[config.mk]
export PLATFORM = sky130hd
export DESIGN_NAME = duart_host_select
export DESIGN_NICKNAME = d
export VERILOG_FILES = /design/src/duart_host_pkg.sv /design/src/chan_status.sv /design/src/duart_host_select.sv
export SDC_FILE = /design/constraint.sdc
export NUM_CORES = 1
export LEC_CHECK = 0
export ABC_CLOCK_PERIOD_IN_PS = 3400
export BUFFER_PORTS_ARGS = -buffer_cell sky130_fd_sc_hd__buf_2
export CORE_MARGIN = 3
export CORE_UTILIZATION = 40
export CTS_CLUSTER_DIAMETER = 40
export CTS_CLUSTER_SIZE = 16
export DETAILED_ROUTE_END_ITERATION = 8
export GPL_TIMING_DRIVEN = 0
export PLACE_DENSITY = 0.83
export SLEW_MARGIN = 40
export SYNTH_ARGS = -nofsm -noshare
export SYNTH_HDL_FRONTEND = slang
export SYNTH_SLANG_ARGS = --single-unit
[constraint.sdc]
create_clock -name clk_i -period 3.4 [get_ports clk_i]
set_input_delay 0.68 -clock clk_i [delete_from_list [all_inputs] [get_ports clk_i]]
set_output_delay 0.68 -clock clk_i [all_outputs]
set_load 0.01 [all_outputs]
[src/duart_host_pkg.sv]
// Package with constants for the dual UART host select and status block
package duart_host_pkg;
   localparam int          CLK_PERIOD_NS     = 10;
   localparam int          RESET_MIN_NS      = 40;
   localparam int          RESET_MIN_CYCLES  = (RESET_MIN_NS + CLK_PERIOD_NS - 1) / CLK_PERIOD_NS;
   localparam int          FIFO_CTRL_EN_BIT  = 0;
   localparam int          FIFO_CTRL_BLK_BIT = 3;
   localparam int          LSR_TX_ROOM_BIT   = 5;
   localparam int          LSR_TX_EMPTY_BIT  = 6;
   localparam int          FIFO_DEPTH        = 16;
   localparam int          CNT_W             = 5;
   localparam logic [7:0]  DIV_LOW_RST       = 8'h01;
   localparam logic [7:0]  DIV_HIGH_RST      = 8'h00;
   localparam logic [3:0]  DIV_FRAC_RST      = 4'h0;
   localparam logic [7:0]  FIFO_CTRL_RST     = 8'h00;
   localparam logic [7:0]  IDENT_CODE_VAL    = 8'h5A; // Arbitrary value
   localparam logic [7:0]  REVISION_VAL      = 8'hA5; // Arbitrary value
   typedef enum logic [1:0] {SEL_NONE, SEL_A, SEL_B, SEL_BOTH} chan_sel_t;
endpackage

[src/chan_status.sv]
// Per-channel ready, interrupt and line status pin logic
`timescale 1ns/100ps
`default_nettype none
module chan_status
   import duart_host_pkg::*;
(
   // Clock and reset
   input  wire logic             clk_i,
   input  wire logic             rst_i,
   // Configuration
   input  wire logic [7:0]       fifo_ctrl_i,
   input  wire logic [CNT_W-1:0] tx_trig_i,
   // Status
   input  wire logic [CNT_W-1:0] rx_count_i,
   input  wire logic [CNT_W-1:0] tx_count_i,
   input  wire logic             rx_trig_hit_i,
   input  wire logic             rx_timeout_i,
   input  wire logic             tx_shift_busy_i,
   // Pins
   output logic                  rx_block_ready_n_o,
   output logic                  tx_block_ready_n_o,
   output logic                  tx_irq_o,
   output logic [7:0]            line_status_o
);
   logic fifo_en;
   logic blk_mode;
   assign fifo_en  = fifo_ctrl_i[FIFO_CTRL_EN_BIT];
   assign blk_mode = fifo_en & fifo_ctrl_i[FIFO_CTRL_BLK_BIT];

   // Receive ready: single-character or block paced
   always_ff @(posedge clk_i or posedge rst_i) begin
      if (rst_i) begin
         rx_block_ready_n_o <= 1'b1;
      end else if (blk_mode) begin
         if (rx_trig_hit_i || rx_timeout_i)
            rx_block_ready_n_o <= 1'b0;
         else if (rx_count_i == '0)
            rx_block_ready_n_o <= 1'b1;
      end else begin
         rx_block_ready_n_o <= (rx_count_i == '0);
      end
   end

   // Transmit ready
   always_ff @(posedge clk_i or posedge rst_i) begin
      if (rst_i) begin
         tx_block_ready_n_o <= 1'b0;
      end else if (blk_mode) begin
         tx_block_ready_n_o <= (tx_count_i == CNT_W'(FIFO_DEPTH));
      end else if (fifo_en) begin
         tx_block_ready_n_o <= (tx_count_i != '0);
      end else begin
         tx_block_ready_n_o <= (tx_count_i != '0);
      end
   end

   // Transmit interrupt and line status
   always_ff @(posedge clk_i or posedge rst_i) begin
      if (rst_i) begin
         tx_irq_o      <= 1'b0;
         line_status_o <= 8'h60;
      end else begin
         tx_irq_o <= fifo_en ? (tx_count_i <= tx_trig_i) : (tx_count_i == '0);
         line_status_o <= '0;
         line_status_o[LSR_TX_ROOM_BIT] <= fifo_en ? (tx_count_i != CNT_W'(FIFO_DEPTH))
                                                   : (tx_count_i == '0);
         line_status_o[LSR_TX_EMPTY_BIT] <= (tx_count_i == '0) && !tx_shift_busy_i;
      end
   end
endmodule
`default_nettype wire

[src/duart_host_select.sv]
// Top: bus style, channel select, reset polarity, identity readout
`timescale 1ns/100ps
`default_nettype none
module duart_host_select
   import duart_host_pkg::*;
(
   // Clock and raw reset pin
   input  wire logic             clk_i,
   input  wire logic             rst_i,
   // Bus style and selects (pins)
   input  wire logic             bus_style_i,
   input  wire logic             chan_a_select_n_i,
   input  wire logic             chan_b_select_n_i,
   input  wire logic             channel_address_bit_i,
   input  wire logic             rd_i,
   // Channel A configuration and status
   input  wire logic [7:0]       a_div_low_i,
   input  wire logic [7:0]       a_div_high_i,
   input  wire logic [7:0]       a_fifo_ctrl_i,
   input  wire logic [CNT_W-1:0] a_tx_trig_i,
   input  wire logic [CNT_W-1:0] a_rx_count_i,
   input  wire logic [CNT_W-1:0] a_tx_count_i,
   input  wire logic             a_rx_trig_hit_i,
   input  wire logic             a_rx_timeout_i,
   input  wire logic             a_tx_busy_i,
   // Channel B configuration and status
   input  wire logic [7:0]       b_div_low_i,
   input  wire logic [7:0]       b_div_high_i,
   input  wire logic [7:0]       b_fifo_ctrl_i,
   input  wire logic [CNT_W-1:0] b_tx_trig_i,
   input  wire logic [CNT_W-1:0] b_rx_count_i,
   input  wire logic [CNT_W-1:0] b_tx_count_i,
   input  wire logic             b_rx_trig_hit_i,
   input  wire logic             b_rx_timeout_i,
   input  wire logic             b_tx_busy_i,
   // Decode and identity outputs
   output logic                  chip_reset_o,
   output logic                  sel_a_o,
   output logic                  sel_b_o,
   output logic                  ident_visible_o,
   output logic [7:0]            ident_code_reg_o,
   output logic [7:0]            revision_reg_o,
   // Channel pins
   output logic                  a_rx_block_ready_n_o,
   output logic                  a_tx_block_ready_n_o,
   output logic                  chan_a_irq_o,
   output logic [7:0]            a_line_status_o,
   output logic                  b_rx_block_ready_n_o,
   output logic                  b_tx_block_ready_n_o,
   output logic                  chan_b_irq_o,
   output logic [7:0]            b_line_status_o
);
   // ------------------------------------------------------------
   // Pin synchronisers
   // ------------------------------------------------------------
   logic [1:0] style_s_q, csa_s_q, csb_s_q, addr_s_q, rd_s_q, rst_s_q;
   always_ff @(posedge clk_i) begin
      style_s_q <= {style_s_q[0], bus_style_i};
      csa_s_q   <= {csa_s_q[0], chan_a_select_n_i};
      csb_s_q   <= {csb_s_q[0], chan_b_select_n_i};
      addr_s_q  <= {addr_s_q[0], channel_address_bit_i};
      rd_s_q    <= {rd_s_q[0], rd_i};
      rst_s_q   <= {rst_s_q[0], rst_i};
   end

   // ------------------------------------------------------------
   // Reset pin qualification
   // ------------------------------------------------------------
   logic       strobe_mode;
   logic       rst_active;
   logic [2:0] rst_cnt_q;
   assign strobe_mode = style_s_q[1];
   assign rst_active  = strobe_mode ? rst_s_q[1] : !rst_s_q[1];

   always_ff @(posedge clk_i) begin
      if (!rst_active)
         rst_cnt_q <= '0;
      else if (rst_cnt_q != 3'(RESET_MIN_CYCLES))
         rst_cnt_q <= rst_cnt_q + 3'h1;
   end

   always_ff @(posedge clk_i) begin
      chip_reset_o <= rst_active && (rst_cnt_q == 3'(RESET_MIN_CYCLES));
   end

   // ------------------------------------------------------------
   // Channel decode
   // ------------------------------------------------------------
   function automatic chan_sel_t decode(input logic strobe, input logic csa_n,
                                        input logic csb_n, input logic addr);
      chan_sel_t s;
      s = SEL_NONE;
      if (strobe) begin
         unique case ({csa_n, csb_n})
            2'b11: s = SEL_NONE;
            2'b01: s = SEL_A;
            2'b10: s = SEL_B;
            2'b00: s = SEL_BOTH;
         endcase
      end else if (!csa_n) begin
         s = addr ? SEL_B : SEL_A;
      end
      return s;
   endfunction

   chan_sel_t sel;
   assign sel = decode(strobe_mode, csa_s_q[1], csb_s_q[1], addr_s_q[1]);

   always_ff @(posedge clk_i or posedge rst_i) begin
      if (rst_i) begin
         sel_a_o <= 1'b0;
         sel_b_o <= 1'b0;
      end else begin
         // Dual read is the host's fault; only channel A answers it
         sel_a_o <= (sel == SEL_A) || (sel == SEL_BOTH);
         sel_b_o <= (sel == SEL_B) || (sel == SEL_BOTH && !rd_s_q[1]);
      end
   end

   // ------------------------------------------------------------
   // Identification readout
   // ------------------------------------------------------------
   logic a_zero, b_zero;
   assign a_zero = (a_div_low_i == 8'h00) && (a_div_high_i == 8'h00);
   assign b_zero = (b_div_low_i == 8'h00) && (b_div_high_i == 8'h00);

   always_ff @(posedge clk_i or posedge rst_i) begin
      if (rst_i) begin
         ident_visible_o  <= 1'b0;
         ident_code_reg_o <= 8'h00;
         revision_reg_o   <= 8'h00;
      end else begin
         ident_visible_o  <= (sel_b_o ? b_zero : a_zero);
         ident_code_reg_o <= (sel_b_o ? b_zero : a_zero) ? IDENT_CODE_VAL : 8'h00;
         revision_reg_o   <= (sel_b_o ? b_zero : a_zero) ? REVISION_VAL : 8'h00;
      end
   end

   // ------------------------------------------------------------
   // Channel status
   // ------------------------------------------------------------
   chan_status u_stat_a (
      .clk_i              (clk_i),
      .rst_i              (rst_i),
      .fifo_ctrl_i        (a_fifo_ctrl_i),
      .tx_trig_i          (a_tx_trig_i),
      .rx_count_i         (a_rx_count_i),
      .tx_count_i         (a_tx_count_i),
      .rx_trig_hit_i      (a_rx_trig_hit_i),
      .rx_timeout_i       (a_rx_timeout_i),
      .tx_shift_busy_i    (a_tx_busy_i),
      .rx_block_ready_n_o (a_rx_block_ready_n_o),
      .tx_block_ready_n_o (a_tx_block_ready_n_o),
      .tx_irq_o           (chan_a_irq_o),
      .line_status_o      (a_line_status_o)
   );

   chan_status u_stat_b (
      .clk_i              (clk_i),
      .rst_i              (rst_i),
      .fifo_ctrl_i        (b_fifo_ctrl_i),
      .tx_trig_i          (b_tx_trig_i),
      .rx_count_i         (b_rx_count_i),
      .tx_count_i         (b_tx_count_i),
      .rx_trig_hit_i      (b_rx_trig_hit_i),
      .rx_timeout_i       (b_rx_timeout_i),
      .tx_shift_busy_i    (b_tx_busy_i),
      .rx_block_ready_n_o (b_rx_block_ready_n_o),
      .tx_block_ready_n_o (b_tx_block_ready_n_o),
      .tx_irq_o           (chan_b_irq_o),
      .line_status_o      (b_line_status_o)
   );
endmodule
`default_nettype wire

Word level (Yosys, flattened, before mapping)
Cells that the tools add are included.
- flip-flop bits (word level): 44
- output and inout bits: 42
- word-level logic and storage cells: 85
- input bits: 91
- reduce and logical (&&, ||, !) cells: 25
- add/sub/neg operators: 1
- bitwise gates (word level): 2
- eq/ne operators: 14
- magnitude comparators: 2
- multiplexer cells: 20
- operator list (cell ; count):
    $logic_not 8->1 ; 4
    $logic_not 5->1 ; 4
    $mux 1 ; 14
    $eq 5x5->1 const B ; 2
    $le 5x5->1 ; 2
    $ne 5x5->1 const B ; 2
    $reduce_bool 5->1 ; 2
    $ne 3x3->1 const B ; 3
    $eq 2x2->1 const B ; 4
    $mux 8 ; 1
    $pmux 2 s4 ; 1
    $mux 7 ; 1
    $logic_and 1x1->1 ; 6
    $mux 2 ; 3
    $eq 2x1->1 const B ; 2
    $logic_not 1->1 ; 4
    $logic_or 1x1->1 ; 4
    $add 3x1->3 const B ; 1
    $eq 3x3->1 const B ; 1
    $and 1x1->1 ; 2
    $logic_not 2->1 ; 1

Logic depth before layout (Yosys ltp)
Gate-level depths: netlist of the first run.
- depth after elaboration: 6
- gate-level depth with buffers: 6
- mapped depth without buffers: 6

Hierarchy
From an unflattened synthesis of the first run, not the netlist that was laid out.
- cell total of the unflattened synthesis: 156
- area, all modules: 1506.4 um2
- by module, submodules not included (module ; instances ; cells each ; seq. area each (um2) ; area an instance (um2)):
    chan_status ; 2 ; 43 ; 128.9 ; 390.4
    duart_host_select ; 1 ; 70 ; 395.4 ; 725.7

Least setup slack after synthesis of the first run
OpenSTA, ideal clock, no wires.
- path kind: in2reg
- from: in a_div_high_i[0]
- to: reg revision_reg_o[5]
- slack: 1.815 ns
- data arrival time: 1.474 ns
- data required time: 3.290 ns
- cell stages on the path: 4
- path buffers: 0
- library setup time: 0.110 ns
- cells stage by stage: nor4_1 > nand4_1 > or4_1 > o41ai_1
- cells in the longest elaborated chain, start to end: 4
- ends and longest elaborated chain (item ; RTL line ; text):
    start, declared ; duart_host_select.sv:18 ; input wire logic [7:0] a_div_high_i,
    $logic_not 8->1 ; duart_host_select.sv:124 ; assign a_zero = (a_div_low_i == 8'h00) && (a_div_high_i == 8'h00);
    $logic_and 1x1->1 ; duart_host_select.sv:124 ;
    $mux 1 ; duart_host_select.sv:135 ; revision_reg_o <= (sel_b_o ? b_zero : a_zero) ? REVISION_VAL : 8'h00;
    $mux 8 ; duart_host_select.sv:135 ;
    end signal, assigned ; duart_host_select.sv:135 ;
    end, declared ; duart_host_select.sv:42 ; output logic [7:0] revision_reg_o,
Every way passes these cells.
A chain may end at the register's enable or synchronous reset.

==> metrics.txt, run 1 <==
status complete, no violations; Critical-path top delay cell dfrtp_1; CTS tree built; post-route ant nets 0; WL/cell slightly above 10 um; endpoints failing hold 0; DRC violations left 0; GPL Wtd Cong 0.791; CP delay by family, top flip-flops; number of global-route vias before repair 1,271; root buf cell clkbuf_8; Synth Cell Area ~1500 sq um; Via density approximately 4.4; synthesis-to-layout area growth 49.2%; CP max FO 9; most frequent cell after synthesis buf_4; count of different cell masters after synthesis 31; Clock Pin Slew Worst Setup and Hold Paths 0.06 ns; vias around 1,400; Total GRT Usage 14.9%; top cells by area, synth dfxtp_1 22%, buf_4 14%, dfrtp_1 12%; Starting DRT DRC Count 39; Setup Fix Bufs, Post-CTS 0; DP Worst Slack ~1.6 ns; peak supply drop 0.178 mV; first-pass GRT wire length between 5000 and 6000 um; Post-synth top cells 28 x buf_4, 17 x inv_1, 16 x dfxtp_1; H-tree level count 2; Clock Sinks 29; fin crit share 50.0%; Worst Path Buf+Inv 2; Die Footprint 4480 sq um; Die Y-Extent 67.0 um; n_diodes 0; Leakage Power about 1.3 nW; worst path cell trace buf_4 > buf_2; Final #Nets between 300 and 400; WL final about 3400 um; yosys warns 0; setup total negative slack 0 ns; DP Wirelength between 2000 and 3000 um; Setup Viol. Count Final 0; IO Count between 100 and 150; fillers 336; Pins Over Slew Limit 0; DRT Pass-1 Iters 3; worst hold slack ~0.33 ns; initial antenna violation count 0; maximum clock insertion buffer count 2; CP required between 2 and 3 ns; Worst path max stage delay between 0.4 and 0.5 ns; fraction of registers with async set or reset after synthesis 44.8%; Hold Path Class flop to flop; r2r setup slk 2.15 ns; Final WS setup roughly 1.7 ns; max frequency roughly 600 MHz; CTS Buf Count 5; post-CTS sizing 0; Die X between 60 and 70 um; Post-Syn Instances approximately 150; Worst Skew about 0.0026 ns; initial core utilization 42.9%; hold_buf cts 0; Crit. End Element primary output; CP Launch Type flop; Tot Pwr ~0.85 mW; # rows 21; share of layout cells above drive strength 1 53.8%; Yosys top cell area share 21.5%; post-synth top area cell dfxtp_1; pin count of the biggest net entering global routing 14; sequential element share of the synthesized area roughly 44%; number of port buffers 100; worst path arrival time between 1 and 1.5 ns; Post-synth EDFFs 0; Max-Cap Viols 0; Mean Syn Cell Area a little under 10 sq um; synthesis-stage register bit count 29; Main synth FF type dfxtp_1; post-route minimum period ~1.7 ns; Power per Cell Area 384 nW/um^2; CORE AREA between 3000 and 4000 sq um; critical path type flop to primary output; clock latency on the worst-skew pair roughly 0.27 ns; unrepaired setup endpoints after global routing false; GRT overflow 0
final timing paths:
kind	depth (start not counted)	startpoint	to
max	2	revision_reg_o[5]	ident_code_reg_o[3]
min	0	rst_s_q[0]	rst_s_q[1]
max reg2reg	4	sel_b_o	revision_reg_o[5]
min reg2reg	0	rst_s_q[0]	rst_s_q[1]
max in group asynchronous	2	rst_i	u_stat_b.rx_block_ready_n_o
min in group asynchronous	2	rst_i	revision_reg_o[5]
metrics by stage:
stage	instance area (sq um)	util (%)	cells
6_report	2220	63.9	325
5_1_grt	2220	63.9	325
4_1_cts	2220	63.9	325
3_5_place_dp	2120	61.0	317
3_3_place_gp	2120	61.0	317
2_1_floorplan	1560	-	171
state kept, by name (all words and copies together) (netlist names):
register / count
u_stat_a.tx_block_ready_n_o: 1
u_stat_b.tx_block_ready_n_o: 1
csa_s_q: 2
u_stat_a.line_status_o: 2
chip_reset_o: 1
u_stat_a.tx_irq_o: 1
u_stat_b.line_status_o: 2
rd_s_q: 2
rst_s_q: 2
csb_s_q: 2
sel_a_o: 1
u_stat_b.tx_irq_o: 1
rst_cnt_q: 3
style_s_q: 2
sel_b_o: 1
u_stat_b.rx_block_ready_n_o: 1
revision_reg_o: 1
u_stat_a.rx_block_ready_n_o: 1
addr_s_q: 2
layout by cell type, fill, tap and decap left out, types with 2 or more instances in the layout:
cell type  instances
buf_4             28
nor4_1             4
a21boi_0           2
conb_1            20
dfxtp_1           16
or4_4              2
dfstp_2            6
a21o_1             2
o21ai_0            4
nor2_4             2
buf_2            100
nor3_1             3
dfrtp_1            7
nor2_1             8
inv_1             17
or2_2              2
a31oi_1            6
o21ai_1            4
ha_1              12
nand2_1            3
nand3_1            3
a21oi_1            4
or4_1              3
nand4_1            4
nor2b_1            2
clkbuf_8           7
power breakdown:
part           internal (mW)  leakage [nW]  switching (mW)
clock network          0.182        0.0542           0.119
registers              0.371         0.280          0.0133
logic                 0.0871         0.918          0.0785
total                  0.640          1.25           0.211
cell type report:
cell class	count	area, sq um	share of cell area (%)
Timing Repair Buffer	100	500	22.6
Multi-Input combinational cell	97	631	28.4
Sequential cell	29	653	29.5
Clock inverter	1	5.00	0.226
Tap cell	46	57.6	2.60
Inverter	17	63.8	2.88
Clock buffer	7	96.3	4.35
Buffer	28	210	9.48
kinds of logic (layout without fill, tap and decap cells):
logic type,after synthesis,in the layout,share of synthesized area [%]
compound gates,25,25,10.3
xor+xnor,2,2,1.18
fa+ha+maj,12,12,10.1
buf+inv,45,153,18.4
flops,29,29,43.9
other cells,1,20,0.252
simple gates,38,38,15.8
per-layer routing:
| metal | track usage (%) | part of all wire (%) |
|---|---|---|
| met4 | 6.08 | 0.77 |
| met2 | 27.0 | 54 |
| met5 | 0 | 0 |
| met1 | 14.8 | 32 |
| met3 | 6.07 | 13 |
Note: power is estimated with default switching activity, not from simulation.
==> run 2: changes to the inputs <==
--- a/config.mk
+++ b/config.mk
@@ -5,15 +5,15 @@
 export SDC_FILE = /design/constraint.sdc
 export NUM_CORES = 1
 export LEC_CHECK = 0
-export ABC_CLOCK_PERIOD_IN_PS = 3400
+export ABC_CLOCK_PERIOD_IN_PS = 1600
 export BUFFER_PORTS_ARGS = -buffer_cell sky130_fd_sc_hd__buf_2
 export CORE_MARGIN = 3
-export CORE_UTILIZATION = 40
+export CORE_UTILIZATION = 37
 export CTS_CLUSTER_DIAMETER = 40
 export CTS_CLUSTER_SIZE = 16
 export DETAILED_ROUTE_END_ITERATION = 8
 export GPL_TIMING_DRIVEN = 0
-export PLACE_DENSITY = 0.83
+export PLACE_DENSITY = 0.77
 export SLEW_MARGIN = 40
 export SYNTH_ARGS = -nofsm -noshare
 export SYNTH_HDL_FRONTEND = slang
==> constraint.sdc (replaced) <==
create_clock -name clk_i -period 1.6 [get_ports clk_i]
set_input_delay 0.32 -clock clk_i [delete_from_list [all_inputs] [get_ports clk_i]]
set_output_delay 0.32 -clock clk_i [all_outputs]
set_load 0.01 [all_outputs]
==> metrics.txt, run 2 (same netlist as run 1, synthesis figures left out) <==
IO Count 133 (unchanged); commonest cells after routing, fill and taps aside 100 x buf_2, 28 x buf_4, 20 x conb_1; peak supply drop 0.388 mV (+120%); n_diodes 0 (unchanged); synthesis-to-layout area growth 48.6%; CORE AREA 3770 sq um (+8.7%); Die X 69.4 um (+3.6%); largest register by flop count rst_cnt_q; most common cell after layout, fill and taps aside buf_2; WL/cell 10.3 um (-0.58%); CP required 1.28 ns (-1.44 ns); pin count of the biggest net entering global routing 14 (unchanged); post-CTS sizing 0 (unchanged); Max-Cap Viols 0 (unchanged); clock latency on the worst-skew pair 0.27 ns (about the same); Pins Over Slew Limit 0 (unchanged); max frequency ~740 MHz; worst path cell trace buf_4 > buf_2; Starting DRT DRC Count 33 (-15%); endpoints failing hold 0 (unchanged); CTS Buf Count 5 (unchanged); post-route ant nets 0 (unchanged); Clock Pin Slew Worst Setup and Hold Paths 0.06 ns (about the same); WL final 3360 um (about the same); DP Wirelength 2970 um (-0.60%); Die Y-Extent 69.4 um (+3.6%); # rows 22 (+4.8%); Clock Sinks 29 (unchanged); max reg flops 3 (unchanged); root buf cell clkbuf_8; setup total negative slack 0 ns (unchanged); H-tree level count 2 (unchanged); vias 1,417 (unchanged); Setup Fix Bufs, Post-CTS 0 (unchanged); worst path arrival time 1.03 ns (about the same); Final #Nets 381 (unchanged); CP delay by family, top flip-flops; DRC violations left 0 (unchanged); unrepaired setup endpoints after global routing false; hold_buf cts 0 (unchanged); critical path type flop to primary output; CP Launch Type flop; Worst path max stage delay 0.46 ns (about the same); CP max FO 9 (unchanged); GRT overflow 0 (unchanged); Power per Cell Area 798 nW/um^2 (+110%); fin crit share between 80% and 90%; maximum clock insertion buffer count 2 (unchanged); number of port buffers 100 (unchanged); Die Footprint 4810 sq um (+7.4%); initial antenna violation count 0 (unchanged); CTS tree built; Crit. End Element primary output; first-pass GRT wire length 5680 um (+13%); status complete, no violations; Total GRT Usage 14.3% (-0.52 points); initial core utilization 39.4% (-3.4 points); post-route minimum period between 1 and 1.5 ns; number of global-route vias before repair 1,389 (+9.3%); Worst Path Buf+Inv 2 (unchanged); Critical-path top delay cell dfrtp_1; share of layout cells above drive strength 1 53.0% (-0.72 points); GPL Wtd Cong 0.735 (-7.2%); Hold Path Class input pin to asynchronous set/reset pin; Worst Skew 0.00516 ns (+0.00254 ns); Setup Viol. Count Final 0 (unchanged); Leakage Power 1.24 nW (-0.70%); Tot Pwr 1.76 mW (+110%); DRT Pass-1 Iters 4 (+1); Via density 4.33 (-0.61%)
run 2: per-stage QoR:
| stage | hold WS, ns | setup WS, ns | cells | instance area, sq um | util [%] |
|---|---|---|---|---|---|
| finish | 0.0672 | 0.251 | 327 | 2210 | 58.6 |
| global route | 0.113 | 0.132 | 327 | 2210 | 58.6 |
| CTS | 0.0898 | 0.230 | 327 | 2210 | 58.6 |
| detailed placement | 0.312 | 0.115 | 319 | 2120 | 56.2 |
| global placement | 0.311 | 0.148 | 319 | 2120 | 56.2 |
| floorplan | 0.193 | 0.375 | 171 | 1560 | - |
run 2: per-layer routing:
layer | global-route usage, % | routed length, um | vias up
li1 | - | - | 726
met1 | 13.1 | 1140 | 613
met2 | 27.1 | 1740 | 73
met3 | 7.39 | 441 | 5
met4 | 4.34 | 38 | 0
met5 | 0 | 0 | -
run 2: final cells by class:
class | count | area [sq um]
plain buffers | 28 | 210
clock buffers | 8 | 90.1
fillers | 363 | 1560
inverters | 17 | 63.8
multi-input cells | 97 | 631
flip-flops and latches | 29 | 653
well taps | 48 | 60.1
repair buffers | 100 | 500
run 2: worst paths after layout:
kind                                       start                     endpoint  slack (ns)  cells after the start
max reg2reg                              sel_b_o            revision_reg_o[5]        0.26                      4
min in group clk_i         channel_address_bit_i                  addr_s_q[0]        0.14                      1
max                            revision_reg_o[5]            revision_reg_o[5]        0.25                      2
max in group asynchronous                  rst_i  u_stat_b.rx_block_ready_n_o        1.17                      2
min                                        rst_i                      sel_a_o        0.07                      2
min reg2reg                           csb_s_q[0]                   csb_s_q[1]        0.32                      0
run 2: report_power, final:
group	leakage, nW	internal [mW]	switching, mW
clock network	0.0455	0.350	0.250
logic	0.918	0.184	0.163
registers	0.280	0.788	0.0284
run 2: worst reg2reg max path: stages, from the launching register on:
cell and delay, ns:
dfrtp_1 0.39, nor4_1 0.22, nand4_1 0.12, or4_1 0.41
o41ai_1 0.08
